[config.mk]
export PLATFORM = sky130hd
export DESIGN_NAME = mcr_top
export DESIGN_NICKNAME = d
export VERILOG_FILES = /design/src/shared/mcr_pkg.sv /design/src/rtl/mcr_minmax.sv /design/src/rtl/mcr_sched.sv /design/src/rtl/mcr_top.sv
export SDC_FILE = /design/constraint.sdc
export NUM_CORES = 1
export LEC_CHECK = 0
export BUFFER_PORTS_ARGS = -buffer_cell sky130_fd_sc_hd__clkbuf_2
export CORE_ASPECT_RATIO = 1.5
export CORE_MARGIN = 3
export CORE_UTILIZATION = 24
export CTS_CLUSTER_SIZE = 40
export DETAILED_ROUTE_END_ITERATION = 8
export PLACE_DENSITY = 0.38
export SYNTH_ARGS = -nofsm -noshare
export SYNTH_HDL_FRONTEND = slang
export SYNTH_SLANG_ARGS = --single-unit
export TNS_END_PERCENT = 20
[constraint.sdc]
create_clock -name mclk -period 4.7 [get_ports mclk]
set_input_delay 0.705 -clock mclk [delete_from_list [all_inputs] [get_ports mclk]]
set_output_delay 0.705 -clock mclk [all_outputs]
set_load 0.005 [all_outputs]
[src/shared/mcr_pkg.sv]
/*
  Constants and types shared by the magnetometer control register block.
  Assumes the register addresses are byte offsets on the serial register port.
*/
`default_nettype none
package mcr_pkg;

  // ----------------------------------------
  // Register addresses and reset values.
  // ----------------------------------------
  localparam logic [7:0] MAG_CTRL_ONE_ADDR = 8'h5b;
  localparam logic [7:0] MAG_CTRL_TWO_ADDR = 8'h5c;
  localparam logic [7:0] MAG_CTRL_ONE_RST  = 8'h00;
  localparam logic [7:0] MAG_CTRL_TWO_RST  = 8'h00;

  // ----------------------------------------
  // Field positions of mag_control_one.
  // ----------------------------------------
  localparam int ONE_ACAL_BIT = 7;
  localparam int ONE_RST_BIT  = 6;
  localparam int ONE_OST_BIT  = 5;
  localparam int ONE_OS_MSB   = 4;
  localparam int ONE_OS_LSB   = 2;
  localparam int ONE_HMS_MSB  = 1;
  localparam int ONE_HMS_LSB  = 0;

  // ----------------------------------------
  // Field positions of mag_control_two.
  // ----------------------------------------
  localparam int TWO_HYB_BIT    = 5;
  localparam int TWO_MMDIS_BIT  = 4;
  localparam int TWO_MMTHS_BIT  = 3;
  localparam int TWO_MMRST_BIT  = 2;
  localparam int TWO_RSTCNT_MSB = 1;
  localparam int TWO_RSTCNT_LSB = 0;

  // ----------------------------------------
  // Field encodings.
  // ----------------------------------------
  localparam logic [1:0] HMS_ACCEL   = 2'h0;
  localparam logic [1:0] HMS_MAG     = 2'h1;
  localparam logic [1:0] HMS_HYBRID  = 2'h3;
  localparam logic [1:0] RSTCNT_EACH = 2'h0;
  localparam logic [1:0] RSTCNT_16   = 2'h1;
  localparam logic [1:0] RSTCNT_512  = 2'h2;
  localparam logic [1:0] RSTCNT_OFF  = 2'h3;

  // ----------------------------------------
  // Counts of output-data-rate cycles between automatic degauss.
  // ----------------------------------------
  localparam logic [9:0] DEG_PERIOD_16  = 10'h010;
  localparam logic [9:0] DEG_PERIOD_512 = 10'h200;

  // ----------------------------------------
  // Burst-read addresses and output windows.
  // ----------------------------------------
  localparam logic [7:0] ACCEL_Z_HIGH_ADDR        = 8'h05;
  localparam logic [7:0] ACCEL_Z_LOW_ADDR         = 8'h06;
  localparam logic [7:0] MAG_OUT_FIRST_ADDR       = 8'h33;
  localparam logic [7:0] MAG_OUT_LAST_ADDR        = 8'h38;
  localparam logic [7:0] SYNCED_ACCEL_X_HIGH_ADDR = 8'h39;
  localparam logic [7:0] SYNCED_ACCEL_LAST_ADDR   = 8'h3e;

  // ----------------------------------------
  // Min/max tracking reset values.
  // ----------------------------------------
  localparam logic [15:0] MIN_RESET_VAL = 16'h7fff;
  localparam logic [15:0] MAX_RESET_VAL = 16'h8000;

  typedef enum logic [1:0] {
    MS_IDLE = 2'h1,
    MS_RUN  = 2'h2
  } mcr_meas_t;

endpackage
`default_nettype wire

[src/rtl/mcr_minmax.sv]
/*
  Per-axis min/max tracking memory and hard-iron offset registers.
  Assumes one sample set per output-data-rate cycle and a one-cycle clear request.
*/
`timescale 1ns/10ps
`default_nettype none
module mcr_minmax import mcr_pkg::*; #(
  parameter int DW = 16
) (
  input  wire logic                 mclk,
  input  wire logic                 nrst,
  input  wire logic                 sampleValid,
  input  wire logic signed [DW-1:0] sampleX,
  input  wire logic signed [DW-1:0] sampleY,
  input  wire logic signed [DW-1:0] sampleZ,
  input  wire logic                 trackEn,
  input  wire logic                 clearReq,
  input  wire logic                 odrTick,
  input  wire logic                 acalEn,
  output logic signed [DW-1:0]      offX_r,
  output logic signed [DW-1:0]      offY_r,
  output logic signed [DW-1:0]      offZ_r
);

  logic signed [DW-1:0] max_r [3];
  logic signed [DW-1:0] min_r [3];
  logic signed [DW-1:0] off_r [3];
  logic signed [DW-1:0] max_nxt [3];
  logic signed [DW-1:0] min_nxt [3];
  logic signed [DW-1:0] off_nxt [3];
  logic signed [DW-1:0] smp [3];

  assign smp[0] = sampleX;
  assign smp[1] = sampleY;
  assign smp[2] = sampleZ;

  function automatic logic signed [DW-1:0] midPoint(input logic signed [DW-1:0] a,
                                                   input logic signed [DW-1:0] b);
    logic signed [DW:0] sum;
    sum = {a[DW-1], a} + {b[DW-1], b};
    return sum[DW:1];
  endfunction

  // ----------------------------------------
  // Next-state of tracking and offsets.
  // ----------------------------------------
  always_comb begin
    for (int i = 0; i < 3; i++) begin
      max_nxt[i] = max_r[i];
      min_nxt[i] = min_r[i];
      off_nxt[i] = off_r[i];
      if (clearReq) begin
        max_nxt[i] = MAX_RESET_VAL[DW-1:0];
        min_nxt[i] = MIN_RESET_VAL[DW-1:0];
      end else if (sampleValid && trackEn) begin
        if (smp[i] > max_r[i]) max_nxt[i] = smp[i];
        if (smp[i] < min_r[i]) min_nxt[i] = smp[i];
      end
      if (odrTick && acalEn) begin
        off_nxt[i] = midPoint(max_r[i], min_r[i]);
      end
    end
  end

  always_ff @(posedge mclk or negedge nrst) begin
    if (!nrst) begin
      for (int i = 0; i < 3; i++) begin
        max_r[i] <= '0;
        min_r[i] <= '0;
        off_r[i] <= '0;
      end
    end else begin
      max_r <= max_nxt;
      min_r <= min_nxt;
      off_r <= off_nxt;
    end
  end

  assign offX_r = off_r[0];
  assign offY_r = off_r[1];
  assign offZ_r = off_r[2];

  a_minmax_clear_values: assert property (@(posedge mclk) disable iff (!nrst)
    clearReq |=> (min_r[1] == MIN_RESET_VAL[DW-1:0]) && (max_r[2] == MAX_RESET_VAL[DW-1:0]))
    else $error("Min/max clear did not load full-scale values.");

  a_acal_offset_load: assert property (@(posedge mclk) disable iff (!nrst)
    (odrTick && acalEn) |=>
      (2 * int'(off_r[0]) - (int'($past(max_r[0])) + int'($past(min_r[0])))) inside {0, -1})
    else $error("Offset is not the midpoint of max and min.");

endmodule
`default_nettype wire

[src/rtl/mcr_sched.sv]
/*
  Magnetic degauss scheduler: periodic, standby-to-active and manual resets.
  Assumes the sensor reports the end of each reset with a one-cycle done pulse.
*/
`timescale 1ns/10ps
`default_nettype none
module mcr_sched import mcr_pkg::*; (
  input  wire logic       mclk,
  input  wire logic       nrst,
  input  wire logic       odrStart,
  input  wire logic [1:0] rstCnt,
  input  wire logic       goActive,
  input  wire logic       manualReq,
  input  wire logic       degaussDone,
  output logic            degaussStart_r
);

  logic [9:0] cycCnt_r, cycCnt_nxt;
  logic       busy_r, busy_nxt;
  logic       start_nxt;
  logic       autoDue;
  logic [9:0] period;

  // ----------------------------------------
  // Period select and request arbitration.
  // ----------------------------------------
  always_comb begin
    period = (rstCnt == RSTCNT_512) ? DEG_PERIOD_512 : DEG_PERIOD_16;
    autoDue = odrStart && (rstCnt != RSTCNT_OFF) &&
              ((rstCnt == RSTCNT_EACH) || (cycCnt_r == 10'h000));
    cycCnt_nxt = cycCnt_r;
    if (rstCnt == RSTCNT_EACH || rstCnt == RSTCNT_OFF) begin
      cycCnt_nxt = 10'h000;
    end else if (odrStart) begin
      cycCnt_nxt = (cycCnt_r + 10'h001 >= period) ? 10'h000 : cycCnt_r + 10'h001;
    end
    start_nxt = !busy_r && (autoDue || goActive || manualReq);
    busy_nxt = busy_r;
    if (start_nxt) begin
      busy_nxt = 1'b1;
    end else if (degaussDone) begin
      busy_nxt = 1'b0;
    end
  end

  always_ff @(posedge mclk or negedge nrst) begin
    if (!nrst) begin
      cycCnt_r       <= 10'h000;
      busy_r         <= 1'b0;
      degaussStart_r <= 1'b0;
    end else begin
      cycCnt_r       <= cycCnt_nxt;
      busy_r         <= busy_nxt;
      degaussStart_r <= start_nxt;
    end
  end

  a_degauss_each_cycle: assert property (@(posedge mclk) disable iff (!nrst)
    (odrStart && rstCnt == RSTCNT_EACH && !busy_r) |=> degaussStart_r)
    else $error("No degauss at the start of an output-data-rate cycle.");

  a_degauss_on_active: assert property (@(posedge mclk) disable iff (!nrst)
    (goActive && !busy_r) |=> degaussStart_r ##1 !degaussStart_r)
    else $error("No single degauss on entering Active.");

  a_degauss_disabled: assert property (@(posedge mclk) disable iff (!nrst)
    (rstCnt == RSTCNT_OFF && !goActive && !manualReq) |=> !degaussStart_r)
    else $error("Automatic degauss fired while disabled.");

endmodule
`default_nettype wire

[src/rtl/mcr_top.sv]
/*
  Magnetometer control registers with trigger, tracking, degauss and burst logic.
  Assumes the serial interface gives synchronous register strobes and burst steps.
*/
// What this block does
// - With auto-calibration on, each axis offset loads (max+min)/2 at every ODR cycle end.
// - Writing one to the degauss bit starts one sensor reset if none is running; the bit clears at the next reset completion.
// - A one-shot measure set in Standby takes one measurement then clears; in Active it is ignored.
// - The oversample field with the system rate sets the magnetic output update rate.
// - Sensor select 00 runs the accelerometer, 01 the magnetometer and 11 both.
// - In hybrid mode each sensor runs at half the selected system rate.
// - In hybrid mode magnetic data sits at 0x33-0x38 and synced accel data at 0x39-0x3E.
// - With hybrid wrap on and fast read off, a burst jumps to 0x33 after reading 0x06.
// - With hybrid wrap on and fast read on, a burst jumps to 0x33 after reading 0x05.
// - Min/max tracking runs each ODR cycle while its disable bit is zero and stops when one.
// - With the threshold-disable bit set, tracking stops once a threshold event fires.
// - Writing one to min/max reset loads min 0x7FFF and max 0x8000, then self-clears.
// - The degauss field schedules resets every cycle, every 16, every 512 or never.
// - With automatic degauss off, resets still occur on Standby-to-Active and manual request.
// - Offsets are applied to magnetic data only while raw mode is zero.
`timescale 1ns/10ps
`default_nettype none
module mcr_top import mcr_pkg::*; #(
  parameter int DW = 16
) (
  input  wire logic                 mclk,
  input  wire logic                 nrst,
  input  wire logic [7:0]           regAddr,
  input  wire logic                 regWrEn,
  input  wire logic [7:0]           regWrData,
  input  wire logic                 regRdEn,
  output logic [7:0]                regRdData_r,
  input  wire logic                 burstStep,
  input  wire logic [7:0]           burstAddr,
  input  wire logic                 fastRead,
  output logic [7:0]                nextAddr_r,
  input  wire logic                 isActive,
  input  wire logic                 systemTick,
  input  wire logic                 rawMode,
  input  wire logic                 thsEvent,
  input  wire logic                 degaussDone,
  input  wire logic                 measureDone,
  input  wire logic                 magSampleValid,
  input  wire logic signed [DW-1:0] magSampleX,
  input  wire logic signed [DW-1:0] magSampleY,
  input  wire logic signed [DW-1:0] magSampleZ,
  output logic                      accelEnable_r,
  output logic                      magEnable_r,
  output logic [2:0]                osrSelect_r,
  output logic                      hybridMap_r,
  output logic                      sensorTick_r,
  output logic                      degaussStart_r,
  output logic                      measureStart_r,
  output logic                      magValid_r,
  output logic signed [DW-1:0]      magX_r,
  output logic signed [DW-1:0]      magY_r,
  output logic signed [DW-1:0]      magZ_r
);

  logic [7:0]           ctrlOne_r, ctrlOne_nxt;
  logic [7:0]           ctrlTwo_r, ctrlTwo_nxt;
  mcr_meas_t            measState_r, measState_nxt;
  logic                 thsStop_r, thsStop_nxt;
  logic                 halfPhase_r, halfPhase_nxt;
  logic                 wasActive_r;
  logic                 accelEnable_nxt, magEnable_nxt, hybridMap_nxt;
  logic [2:0]           osrSelect_nxt;
  logic                 sensorTick_nxt, measureStart_nxt, magValid_nxt;
  logic [7:0]           nextAddr_nxt, regRdData_nxt;
  logic signed [DW-1:0] magX_nxt, magY_nxt, magZ_nxt;
  logic signed [DW-1:0] offX, offY, offZ;
  logic                 wrOne, wrTwo, hybridNow, odrTick;
  logic [1:0]           hmsNow;

  assign wrOne     = regWrEn && (regAddr == MAG_CTRL_ONE_ADDR);
  assign wrTwo     = regWrEn && (regAddr == MAG_CTRL_TWO_ADDR);
  assign hmsNow    = ctrlOne_r[ONE_HMS_MSB:ONE_HMS_LSB];
  assign hybridNow = (hmsNow == HMS_HYBRID);
  assign odrTick   = sensorTick_r && magEnable_r;

  // ----------------------------------------
  // Control registers and trigger sequencing.
  // ----------------------------------------
  always_comb begin
    ctrlOne_nxt      = ctrlOne_r;
    ctrlTwo_nxt      = ctrlTwo_r;
    measState_nxt    = measState_r;
    measureStart_nxt = 1'b0;
    if (wrOne) begin
      ctrlOne_nxt[ONE_ACAL_BIT]            = regWrData[ONE_ACAL_BIT];
      ctrlOne_nxt[ONE_OS_MSB:ONE_OS_LSB]   = regWrData[ONE_OS_MSB:ONE_OS_LSB];
      ctrlOne_nxt[ONE_HMS_MSB:ONE_HMS_LSB] = regWrData[ONE_HMS_MSB:ONE_HMS_LSB];
    end
    if (degaussDone) begin
      ctrlOne_nxt[ONE_RST_BIT] = 1'b0;
    end
    if (wrOne && regWrData[ONE_RST_BIT]) begin
      ctrlOne_nxt[ONE_RST_BIT] = 1'b1;
    end
    case (measState_r)
      MS_IDLE: begin
        if (wrOne && regWrData[ONE_OST_BIT] && !isActive) begin
          ctrlOne_nxt[ONE_OST_BIT] = 1'b1;
          measureStart_nxt         = 1'b1;
          measState_nxt            = MS_RUN;
        end
      end
      MS_RUN: begin
        if (measureDone) begin
          ctrlOne_nxt[ONE_OST_BIT] = 1'b0;
          measState_nxt            = MS_IDLE;
        end
      end
      default: begin
        ctrlOne_nxt[ONE_OST_BIT] = 1'b0;
        measState_nxt            = MS_IDLE;
      end
    endcase
    ctrlTwo_nxt[TWO_MMRST_BIT] = 1'b0;
    if (wrTwo) begin
      ctrlTwo_nxt[TWO_HYB_BIT:TWO_MMTHS_BIT]       = regWrData[TWO_HYB_BIT:TWO_MMTHS_BIT];
      ctrlTwo_nxt[TWO_MMRST_BIT]                   = regWrData[TWO_MMRST_BIT];
      ctrlTwo_nxt[TWO_RSTCNT_MSB:TWO_RSTCNT_LSB]   = regWrData[TWO_RSTCNT_MSB:TWO_RSTCNT_LSB];
    end
    thsStop_nxt = thsStop_r;
    if (!ctrlTwo_r[TWO_MMTHS_BIT] || ctrlTwo_r[TWO_MMRST_BIT]) begin
      thsStop_nxt = 1'b0;
    end else if (thsEvent) begin
      thsStop_nxt = 1'b1;
    end
  end

  // ----------------------------------------
  // Sensor enables, rate halving and data path.
  // ----------------------------------------
  always_comb begin
    accelEnable_nxt = (hmsNow != HMS_MAG);
    magEnable_nxt   = hmsNow[0];
    hybridMap_nxt   = hybridNow;
    osrSelect_nxt   = ctrlOne_r[ONE_OS_MSB:ONE_OS_LSB];
    halfPhase_nxt   = halfPhase_r;
    if (systemTick) begin
      halfPhase_nxt = hybridNow ? !halfPhase_r : 1'b0;
    end
    sensorTick_nxt = systemTick && (!hybridNow || halfPhase_r);
    magValid_nxt   = magSampleValid;
    magX_nxt       = magX_r;
    magY_nxt       = magY_r;
    magZ_nxt       = magZ_r;
    if (magSampleValid) begin
      magX_nxt = rawMode ? magSampleX : magSampleX - offX;
      magY_nxt = rawMode ? magSampleY : magSampleY - offY;
      magZ_nxt = rawMode ? magSampleZ : magSampleZ - offZ;
    end
  end

  // ----------------------------------------
  // Burst address advance and register read.
  // ----------------------------------------
  always_comb begin
    nextAddr_nxt = nextAddr_r;
    if (burstStep) begin
      if (ctrlTwo_r[TWO_HYB_BIT] && fastRead && burstAddr == ACCEL_Z_HIGH_ADDR) begin
        nextAddr_nxt = MAG_OUT_FIRST_ADDR;
      end else if (ctrlTwo_r[TWO_HYB_BIT] && !fastRead && burstAddr == ACCEL_Z_LOW_ADDR) begin
        nextAddr_nxt = MAG_OUT_FIRST_ADDR;
      end else begin
        nextAddr_nxt = burstAddr + 8'h01;
      end
    end
    regRdData_nxt = regRdData_r;
    if (regRdEn) begin
      if (regAddr == MAG_CTRL_ONE_ADDR) begin
        regRdData_nxt = ctrlOne_r;
      end else if (regAddr == MAG_CTRL_TWO_ADDR) begin
        regRdData_nxt = ctrlTwo_r;
      end else begin
        regRdData_nxt = 8'h00;
      end
    end
  end

  always_ff @(posedge mclk or negedge nrst) begin
    if (!nrst) begin
      ctrlOne_r      <= MAG_CTRL_ONE_RST;
      ctrlTwo_r      <= MAG_CTRL_TWO_RST;
      measState_r    <= MS_IDLE;
      thsStop_r      <= 1'b0;
      halfPhase_r    <= 1'b0;
      wasActive_r    <= 1'b0;
      accelEnable_r  <= 1'b0;
      magEnable_r    <= 1'b0;
      hybridMap_r    <= 1'b0;
      osrSelect_r    <= 3'h0;
      sensorTick_r   <= 1'b0;
      measureStart_r <= 1'b0;
      magValid_r     <= 1'b0;
      magX_r         <= '0;
      magY_r         <= '0;
      magZ_r         <= '0;
      nextAddr_r     <= 8'h00;
      regRdData_r    <= 8'h00;
    end else begin
      ctrlOne_r      <= ctrlOne_nxt;
      ctrlTwo_r      <= ctrlTwo_nxt;
      measState_r    <= measState_nxt;
      thsStop_r      <= thsStop_nxt;
      halfPhase_r    <= halfPhase_nxt;
      wasActive_r    <= isActive;
      accelEnable_r  <= accelEnable_nxt;
      magEnable_r    <= magEnable_nxt;
      hybridMap_r    <= hybridMap_nxt;
      osrSelect_r    <= osrSelect_nxt;
      sensorTick_r   <= sensorTick_nxt;
      measureStart_r <= measureStart_nxt;
      magValid_r     <= magValid_nxt;
      magX_r         <= magX_nxt;
      magY_r         <= magY_nxt;
      magZ_r         <= magZ_nxt;
      nextAddr_r     <= nextAddr_nxt;
      regRdData_r    <= regRdData_nxt;
    end
  end

  // ----------------------------------------
  // Submodules.
  // ----------------------------------------
  mcr_minmax #(.DW(DW)) uMinmax (
    .mclk        (mclk),
    .nrst        (nrst),
    .sampleValid (magSampleValid),
    .sampleX     (magSampleX),
    .sampleY     (magSampleY),
    .sampleZ     (magSampleZ),
    .trackEn     (!ctrlTwo_r[TWO_MMDIS_BIT] && !thsStop_r),
    .clearReq    (ctrlTwo_r[TWO_MMRST_BIT]),
    .odrTick     (odrTick),
    .acalEn      (ctrlOne_r[ONE_ACAL_BIT]),
    .offX_r      (offX),
    .offY_r      (offY),
    .offZ_r      (offZ)
  );

  mcr_sched uSched (
    .mclk           (mclk),
    .nrst           (nrst),
    .odrStart       (odrTick),
    .rstCnt         (ctrlTwo_r[TWO_RSTCNT_MSB:TWO_RSTCNT_LSB]),
    .goActive       (isActive && !wasActive_r),
    .manualReq      (wrOne && regWrData[ONE_RST_BIT]),
    .degaussDone    (degaussDone),
    .degaussStart_r (degaussStart_r)
  );

  // ----------------------------------------
  // Checks.
  // ----------------------------------------
  a_burst_wrap_slow: assert property (@(posedge mclk) disable iff (!nrst)
    (burstStep && ctrlTwo_r[TWO_HYB_BIT] && !fastRead && burstAddr == ACCEL_Z_LOW_ADDR)
      |=> nextAddr_r == MAG_OUT_FIRST_ADDR)
    else $error("Burst did not wrap to magnetic output after Z low.");

  a_burst_wrap_fast: assert property (@(posedge mclk) disable iff (!nrst)
    (burstStep && ctrlTwo_r[TWO_HYB_BIT] && fastRead && burstAddr == ACCEL_Z_HIGH_ADDR)
      |=> nextAddr_r == MAG_OUT_FIRST_ADDR)
    else $error("Fast burst did not wrap to magnetic output after Z high.");

  a_ost_active_ignored: assert property (@(posedge mclk) disable iff (!nrst)
    (measState_r == MS_IDLE && wrOne && regWrData[ONE_OST_BIT] && isActive)
      |=> !ctrlOne_r[ONE_OST_BIT] && !measureStart_r)
    else $error("One-shot measure acted while Active.");

  a_ost_standby_run: assert property (@(posedge mclk) disable iff (!nrst)
    (measState_r == MS_IDLE && wrOne && regWrData[ONE_OST_BIT] && !isActive)
      |=> measureStart_r && ctrlOne_r[ONE_OST_BIT] ##1 !measureStart_r)
    else $error("One-shot measure did not start once in Standby.");

  a_rst_held_busy: assert property (@(posedge mclk) disable iff (!nrst)
    (ctrlOne_r[ONE_RST_BIT] && !degaussDone) |=> ctrlOne_r[ONE_RST_BIT])
    else $error("Degauss bit cleared before the reset finished.");

  a_rst_done_clear: assert property (@(posedge mclk) disable iff (!nrst)
    (degaussDone && !(wrOne && regWrData[ONE_RST_BIT])) |=> !ctrlOne_r[ONE_RST_BIT])
    else $error("Degauss bit not cleared on completion.");

  a_maxmin_rst_self: assert property (@(posedge mclk) disable iff (!nrst)
    (ctrlTwo_r[TWO_MMRST_BIT] && !wrTwo) |=> !ctrlTwo_r[TWO_MMRST_BIT])
    else $error("Min/max reset bit did not self-clear.");

  a_hms_decode: assert property (@(posedge mclk) disable iff (!nrst)
    (hmsNow == HMS_MAG) ##1 (hmsNow == HMS_MAG) |-> magEnable_r && !accelEnable_r)
    else $error("Sensor select 01 did not give magnetometer only.");

  a_hybrid_half_rate: assert property (@(posedge mclk) disable iff (!nrst)
    (hybridNow && systemTick) ##1 (hybridNow && systemTick)
      |=> !(sensorTick_r && $past(sensorTick_r)))
    else $error("Hybrid mode passed two system ticks in a row.");

  a_raw_bypass: assert property (@(posedge mclk) disable iff (!nrst)
    (magSampleValid && rawMode) |=> magX_r == $past(magSampleX))
    else $error("Offset applied in raw mode.");

  a_osr_follows: assert property (@(posedge mclk) disable iff (!nrst)
    wrOne ##1 !wrOne |=> osrSelect_r == $past(regWrData[ONE_OS_MSB:ONE_OS_LSB], 2))
    else $error("Oversample output does not follow the written field.");

endmodule
`default_nettype wire

==> summary.md, run 1 <==
| Metric | Value |
|---|---|
| Crit Path Category | flip-flop to flip-flop |
| Htree depth | 2 |
| Worst slew pin tran | 877 ps |
| Combinational power share | 47.5% |
| Max_cap viols | 0 |
| CTS tree | built |
| Share of cells above drive strength 1 | 13.3% |
| Sw Share | 39.9% |
| First-pass GRT wire length | 81.1 mm |
| WP buf/inv | 0 |
| Post-synth net total | 2130 |
| Vias per cell | 4.68 |
| Core area | 68400 um^2 |
| CP max FO | 4 |
| Vias in the first global route | 14400 |
| CP top delay family | compound AO/OA/AOI/OAI gates |
| Sequential fraction of the synthesis area | 37.1% |
| Crit path time final | 3150 ps |
| DR pass1 iterations | 5 |
| CP arrival | 3570 ps |
| Fin crit share | 67.0% |
| Worst hold path class | input pin to asynchronous set/reset pin |
| Die Wd | 221 um |
| Port bufs | 158 |
| Post-Syn Instances | 1845 |
| Row count | 117 |
| Slew HR | 40.3% |
| Post-CTS Hold Buffers | 0 |
| Max-slew violation count | 0 |
| Skew-Pair Late Insertion Delay | 550 ps |
| Status | complete, no violations |
| Critical path's most frequent cell | o21ai_0 |
| Clock Path Buffers | 3 |
| Crit end category | flip-flop |
| Post-synth top cells | 246 x dfrtp_1, 194 x ha_1, 179 x inv_1, 179 x nor2_1, 157 x nand2_1 |
| Leak pwr | 9.33 nW |
| WL per Instance | 17.6 um |
| Num CTS Buffers | 34 |
| Detail Route Antenna Nets | 0 |
| PD cells | 562 nW/um^2 |
| Final Setup Violations | 0 |
| Clk network pwr share | 24.2% |
| Clock slew at reported path FFs | 60 ps |
| Dpl ws | 1030 ps |
| Cts repair resizes | 0 |
| Area contributors post-synth | dfrtp_1 37%, ha_1 15%, mux2i_1 4.4% |
| Crit path required time | 5120 ps |
| Largest stage delay, worst path | 610 ps |
| Synth Register Bits | 247 |
| Layout area overhead | 17.9% |
| Total Routing Usage GR | 14.1% |
| Worst Setup Start Kind | flip-flop |
| Final setup margin | 1550 ps |
| Hold WS | 96.1 ps |
| Mean Syn Cell Area | 9.04 um^2 |
| Top-area cell type share of the netlist area | 36.9% |
| Netlist Area Pre-Place | 16700 um^2 |
| Post-DP HPWL | 38.3 mm |
| Fin area | 19700 um^2 |
| Initial antenna violation count | 4 |
| Layout Cells excl Fill | 2907 |
| Total grt overflow | 0 |
| Crit path cell chain | and2_1 > fa_1 > a21oi_1 > o221ai_1 > a211oi_1 > o21ai_0 > a31oi_1 > o21bai_1 > xnor2_1 > o21ai_0 |
| NumNets Final | 2279 |
| Die extent in y | 329 um |
| Top-count cell post-synth | dfrtp_1 |
| Initial drt markers | 642 |
| Final Hold Viols | 0 |
| Core Util, Final | 28.8% |
| DRC | 0 |
| Die area | 72800 um^2 |
| Seq pwr share | 28.3% |
| Ys flop type | dfrtp_1 |
| Post-Place Cells | 2850 |
| CTS Root Cell | clkbuf_16 |
| Vias | 13600 |
| Overall Power | 11.1 mW |
| Setup TNS | 0 ps |
| Final wirelength | 51.2 mm |
| Top-level I/O count | 159 |
| Synth area leader | dfrtp_1 |
| Clk sinks | 247 |
| Setup Buffers After CTS | 0 |
| Final GP Congestion | 0.782 |
| Maximum VDD drop | 252 uV |
| Fmax | 0.318 GHz |
| Initial Utilization | 24.4% |
| Number of synthesized flops with an enable pin | 0 |
| Dpl cell area | 18500 um^2 |
| Unrepaired setup endpoints after global routing | false |
| Int Pwr | 6.65 mW |
| Largest net degree at the start of global routing | 81 |
| Psw | 4.42 mW |
| Setup Skew | 17.3 ps |
| Ys Warns | 0 |
| Distinct cells, synth | 76 |
| Post-synth ARST share | 100% |
| CP max stage cell | a211oi_1 |
-- area by class of cell --
type	instances	area, um^2
inverter	181	679
timing repair buffer	174	948
fill	7310	48700
tap	892	1120
clock buffer	48	1040
clock inverter	7	88.8
antenna	2	5.00
sequential	247	6190
multi-input combinational	1356	9620
-- power by group through the flow --
stage	clock network [mW]	logic, mW	registers, mW
after floorplan	0	4.04	2.99
after global placement	0	5.25	3.17
after detailed placement	0	5.31	3.18
after CTS	2.81	5.35	3.15
after global routing	2.88	6.02	3.21
final	2.68	5.26	3.13
-- cell usage in the layout, fill, tap and decap left out, types with 12 or more instances in the layout --
cell / n
o211ai_1: 30
nor3_1: 37
xor2_1: 44
and3_1: 14
nand3_1: 24
o21ai_0: 88
nand2_1: 157
clkbuf_16: 37
xnor2_1: 41
a31oi_1: 40
nand4_1: 13
o21a_1: 21
clkbuf_2: 155
ha_1: 194
nor2_1: 178
nor2b_1: 18
a21oi_1: 124
o21ai_1: 12
nand2b_1: 19
inv_1: 179
a21o_1: 56
buf_4: 15
mux2i_1: 72
dfrtp_1: 245
mux2_2: 16
-- registers in the layout (all words and copies together), names as in the netlist, 3 cells and up --
name,cells
ctrlTwo_r,6
regRdData_r,8
uMinmax.max_r,48
osrSelect_r,3
uSched.cycCnt_r,10
magZ_r,16
uMinmax.offZ_r,16
uMinmax.min_r,48
uMinmax.offX_r,16
nextAddr_r,8
magX_r,16
magY_r,16
uMinmax.offY_r,16
ctrlOne_r,8
-- per-layer routing --
| metal | vias up | GRT usage (%) | share of wire, % |
|---|---|---|---|
| met5 | - | 0 | 0.053 |
| met4 | 4 | 4.05 | 2.5 |
| met3 | 68 | 3.36 | 5.2 |
| met2 | 259 | 26.0 | 51 |
| met1 | 6515 | 16.1 | 41 |
| li1 | 6772 | - | - |
-- final timing paths --
kind,cells after the start,to,slack [ps],startpoint
max,10,uMinmax.offY_r[13],1550,uMinmax.max_r[16]
min,1,uMinmax.max_r[33],100,nrst
max reg2reg,10,uMinmax.offY_r[13],1550,uMinmax.max_r[16]
min reg2reg,0,osrSelect_r[2],400,ctrlOne_r[4]
max in group asynchronous,2,uMinmax.offY_r[9],3650,nrst
min in group mclk,1,wasActive_r,320,isActive
-- cells by family (layout without fill, tap and decap cells) --
logic type / Yosys count / after routing / synth area share [%]
muxes: 92 / 92 / 5.80
adders and majority gates: 200 / 200 / 15.3
xor gates and xnor gates: 85 / 85 / 4.46
buffers and inverters: 242 / 410 / 5.52
AOI/OAI and AO/OA: 463 / 463 / 17.7
DFF: 247 / 247 / 37.1
other: 0 / 2 / 0
and+or+nand+nor: 516 / 516 / 14.3
No activity file was read; power rests on OpenSTA's default activity.
==> run 2: changes to the inputs <==
ABC_AREA = 1   (was not set)
clock period = 3.14 ns   (was 4.7 ns; I/O delays follow)
==> run 2 against run 1 <==
Net effect:
- count of clock-buffer cells in the layout decreased by 3
- sequential cell count stayed put
- total power up 45%
- worst hold slack got worse by 33 ps
- critical path depth rose by 3
- sequential power up 50%
- largest power group unchanged
- critical endpoint is now uMinmax.max_r[31]
==> summary.md, run 2 <==
| Metric | Value |
|---|---|
| Status | complete, no violations (unchanged) |
| Layout Cells excl Fill | 3686 (was 2907) |
| Hold EP | wasActive_r |
| Synth Register Bits | 247 (unchanged) |
| Num CTS Buffers | 34 (unchanged) |
| Crit path time final | 2520 ps (was 3150 ps) |
| Distinct cells, synth | 50 (was 76) |
| Final wirelength | 67.7 mm (was 51.2 mm) |
| First-pass GRT wire length | 104 mm (was 81.1 mm) |
| Top-area cell type share of the netlist area | 33.8% (was 36.9%) |
| Setup Skew | 14.6 ps (was 17.3 ps) |
| Die Wd | 231 um (was 221 um) |
| Ys Warns | 0 (unchanged) |
| Hold Startpoint | isActive |
| Post-synth top cells | 692 x nand2_1, 326 x inv_1, 265 x nand3_1 (was 246 x dfrtp_1, 194 x ha_1, 179 x inv_1, 179 x nor2_1, 157 x nand2_1) |
| Crit path required time | 3590 ps (was 5120 ps) |
| Vias | 17200 (was 13600) |
| Top-level I/O count | 159 (unchanged) |
| Fin area | 21300 um^2 (was 19700 um^2) |
| Htree depth | 2 (unchanged) |
| Initial antenna violation count | 3 (was 4) |
| Worst slew pin tran | 783 ps (was 877 ps) |
| CP max FO | 17 (was 4) |
| DRC | 0 (unchanged) |
| Share of cells above drive strength 1 | 11.0% (was 13.3%) |
| Final Hold Viols | 0 (unchanged) |
| Setup TNS | 0 ps (unchanged) |
| Synth area leader | dfrtp_1 (unchanged) |
| Overall Power | 16.1 mW (was 11.1 mW) |
| Largest net degree at the start of global routing | 81 (unchanged) |
| Netlist Area Pre-Place | 18200 um^2 (was 16700 um^2) |
| Vias per cell | 4.66 (was 4.68) |
| Worst hold path class | input pin to flip-flop (was input pin to asynchronous set/reset pin) |
| Number of synthesized flops with an enable pin | 0 (unchanged) |
| Die area | 79300 um^2 (was 72800 um^2) |
| Clock slew at reported path FFs | 60 ps (about the same) |
| Core area | 75100 um^2 (was 68400 um^2) |
| CTS tree | built (unchanged) |
| Commonest non-fill, non-tap cell in the layout | nand2_1 (was dfrtp_1) |
| Unrepaired setup endpoints after global routing | false (unchanged) |
| Top flop regs | uMinmax.max_r x48, uMinmax.min_r x48 (unchanged) |
| Layout area overhead | 16.6% (was 17.9%) |
| NumNets Final | 2947 (was 2279) |
| R2r setup slk | 620 ps (was 1550 ps) |
| Ys flop type | dfrtp_1 (unchanged) |
| Clock Path Buffers | 3 (unchanged) |
| Initial drt markers | 962 (was 642) |
| CTS Root Cell | clkbuf_16 (unchanged) |
| Leak pwr | 11.1 nW (was 9.33 nW) |
| Sequential fraction of the synthesis area | 33.9% (was 37.1%) |
| Vias in the first global route | 17100 (was 14400) |
| Post-synth net total | 2800 (was 2130) |
| Slew HR | 47.2% (was 40.3%) |
| Dpl cell area | 20200 um^2 (was 18500 um^2) |
| WL per Instance | 18.4 um (was 17.6 um) |
| Hold WS | 63.3 ps (was 96.1 ps) |
| Area contributors post-synth | dfrtp_1 34%, nand2_1 14%, ha_1 13% (was dfrtp_1 37%, ha_1 15%, mux2i_1 4.4%) |
| Fmax | 0.397 GHz (was 0.318 GHz) |
| Post-DP HPWL | 51.8 mm (was 38.3 mm) |
| Cts repair resizes | 0 (unchanged) |
| Die extent in y | 343 um (was 329 um) |
| Clk sinks | 247 (unchanged) |
| CP arrival | 2970 ps (was 3570 ps) |
| Fillers | 8365 (was 7310) |
| DR pass1 iterations | 7 (was 5) |
| Worst r2r src | uMinmax.max_r[31] (was uMinmax.max_r[16]) |
| Top-count cell post-synth | nand2_1 (was dfrtp_1) |
| Crit Path Category | flip-flop to flip-flop (unchanged) |
| Detail Route Antenna Nets | 0 (unchanged) |
| Initial Utilization | 24.3% (was 24.4%) |
| Worst R2R End | uMinmax.max_r[31] (was uMinmax.offY_r[13]) |
| Maximum VDD drop | 410 uV (was 252 uV) |
| Worst Reg-to-Reg Cells | 13 (was 10) |
| Max_cap viols | 0 (unchanged) |
| Crit end category | flip-flop (unchanged) |
| Mean Syn Cell Area | 7.25 um^2 (was 9.04 um^2) |
| Worst Setup Start Kind | flip-flop (unchanged) |
| Post-Place Cells | 3625 (was 2850) |
| Setup Buffers After CTS | 0 (unchanged) |
| Final GP Congestion | 0.881 (was 0.782) |
| PD cells | 756 nW/um^2 (was 562 nW/um^2) |
| Total Routing Usage GR | 16.9% (was 14.1%) |
| Port bufs | 158 (unchanged) |
| Post-Syn Instances | 2515 (was 1845) |
| Row count | 123 (was 117) |
| Hold path cells | 1 |
| Total grt overflow | 0 (unchanged) |
| Most frequent cells in the layout | 690 x nand2_1, 325 x inv_1, 265 x nand3_1, 246 x dfrtp_1, 194 x ha_1 (was 245 x dfrtp_1, 194 x ha_1, 179 x inv_1, 178 x nor2_1, 157 x nand2_1) |
| Final Setup Violations | 0 (unchanged) |
| Skew-Pair Late Insertion Delay | 560 ps (was 550 ps) |
| Post-synth ARST share | 100% (unchanged) |
| Max-slew violation count | 0 (unchanged) |
| Fin crit share | 80.3% (was 67.0%) |
-- run 2: worst max-delay path by stage --
stage | from | to | slack, ps | cells after the start
4_1_cts | uMinmax.max_r[31] | uMinmax.max_r[31] | 600 | 13
3_3_place_gp | magSampleY[15] | uMinmax.max_r[31] | 400 | 13
2_1_floorplan | magSampleZ[0] | magZ_r[10] | 1050 | 13
3_5_place_dp | magSampleY[15] | uMinmax.max_r[31] | 330 | 13
5_1_grt | uMinmax.max_r[31] | uMinmax.max_r[17] | 400 | 13
6_report | uMinmax.max_r[31] | uMinmax.max_r[31] | 620 | 13
-- run 2: logic make-up after synthesis --
logic type | count (synthesis) | synth area share (%)
AOI/OAI and AO/OA | 374 | 11.4
xor gates and xnor gates | 50 | 2.40
adders and majority gates | 200 | 14.0
buffers and inverters | 406 | 8.67
DFF | 247 | 33.9
and+or+nand+nor | 1238 | 29.6
-- run 2: worst max-delay path: stages (launching register included) --
cell	delay [ps]
dfrtp_1	400
inv_1	60
ha_1	360
nand2_1	70
inv_1	60
nand3_1	100
nor2_1	320
nand2_1	140
nand2_1	80
nand2_1	60
nand2_2	290
nand2_4	260
nand3_1	150
nand2_1	60
-- run 2: layer usage --
layer | share of wire [%] | GRT usage [%] | vias up
met5 | 0 | 0 | -
met4 | 4.6 | 7.27 | 0
met3 | 3.4 | 2.35 | 123
met2 | 51 | 30.8 | 348
met1 | 41 | 19.9 | 8149
li1 | - | - | 8565
-- run 2: cell type report --
| class | count | area, um^2 | share of cell area, % |
|---|---|---|---|
| antenna | 2 | 5.00 | 0.0235 |
| inverter | 331 | 1250 | 5.88 |
| sequential | 247 | 6180 | 29.1 |
| timing repair buffer | 186 | 1080 | 5.06 |
| multi-input combinational | 1862 | 10500 | 49.2 |
| tap | 1000 | 1250 | 5.89 |
| clock buffer | 45 | 932 | 4.39 |
| clock inverter | 13 | 92.6 | 0.436 |
-- run 2: report_power, final --
group / total [mW] / internal (mW) / switching, mW / leakage, nW
clock: 3.73 / 2.10 / 1.63 / 0.509
combinational: 7.64 / 2.82 / 4.82 / 7.44
sequential: 4.70 / 3.89 / 0.807 / 3.16
-- run 2: stage by stage --
| stage | worst slack [ps] | utilization (%) |
|---|---|---|
| floorplan | 1050 | - |
| global placement | 396 | 26.9 |
| detailed placement | 329 | 26.9 |
| CTS | 605 | 28.3 |
| global route | 395 | 28.3 |
| finish | 619 | 28.3 |
-- run 2: repair_timing --
item,in CTS,in global routing
hold endpoints to repair,39,0
endpoints found under the setup margin,0,0
hold buffers,1,0
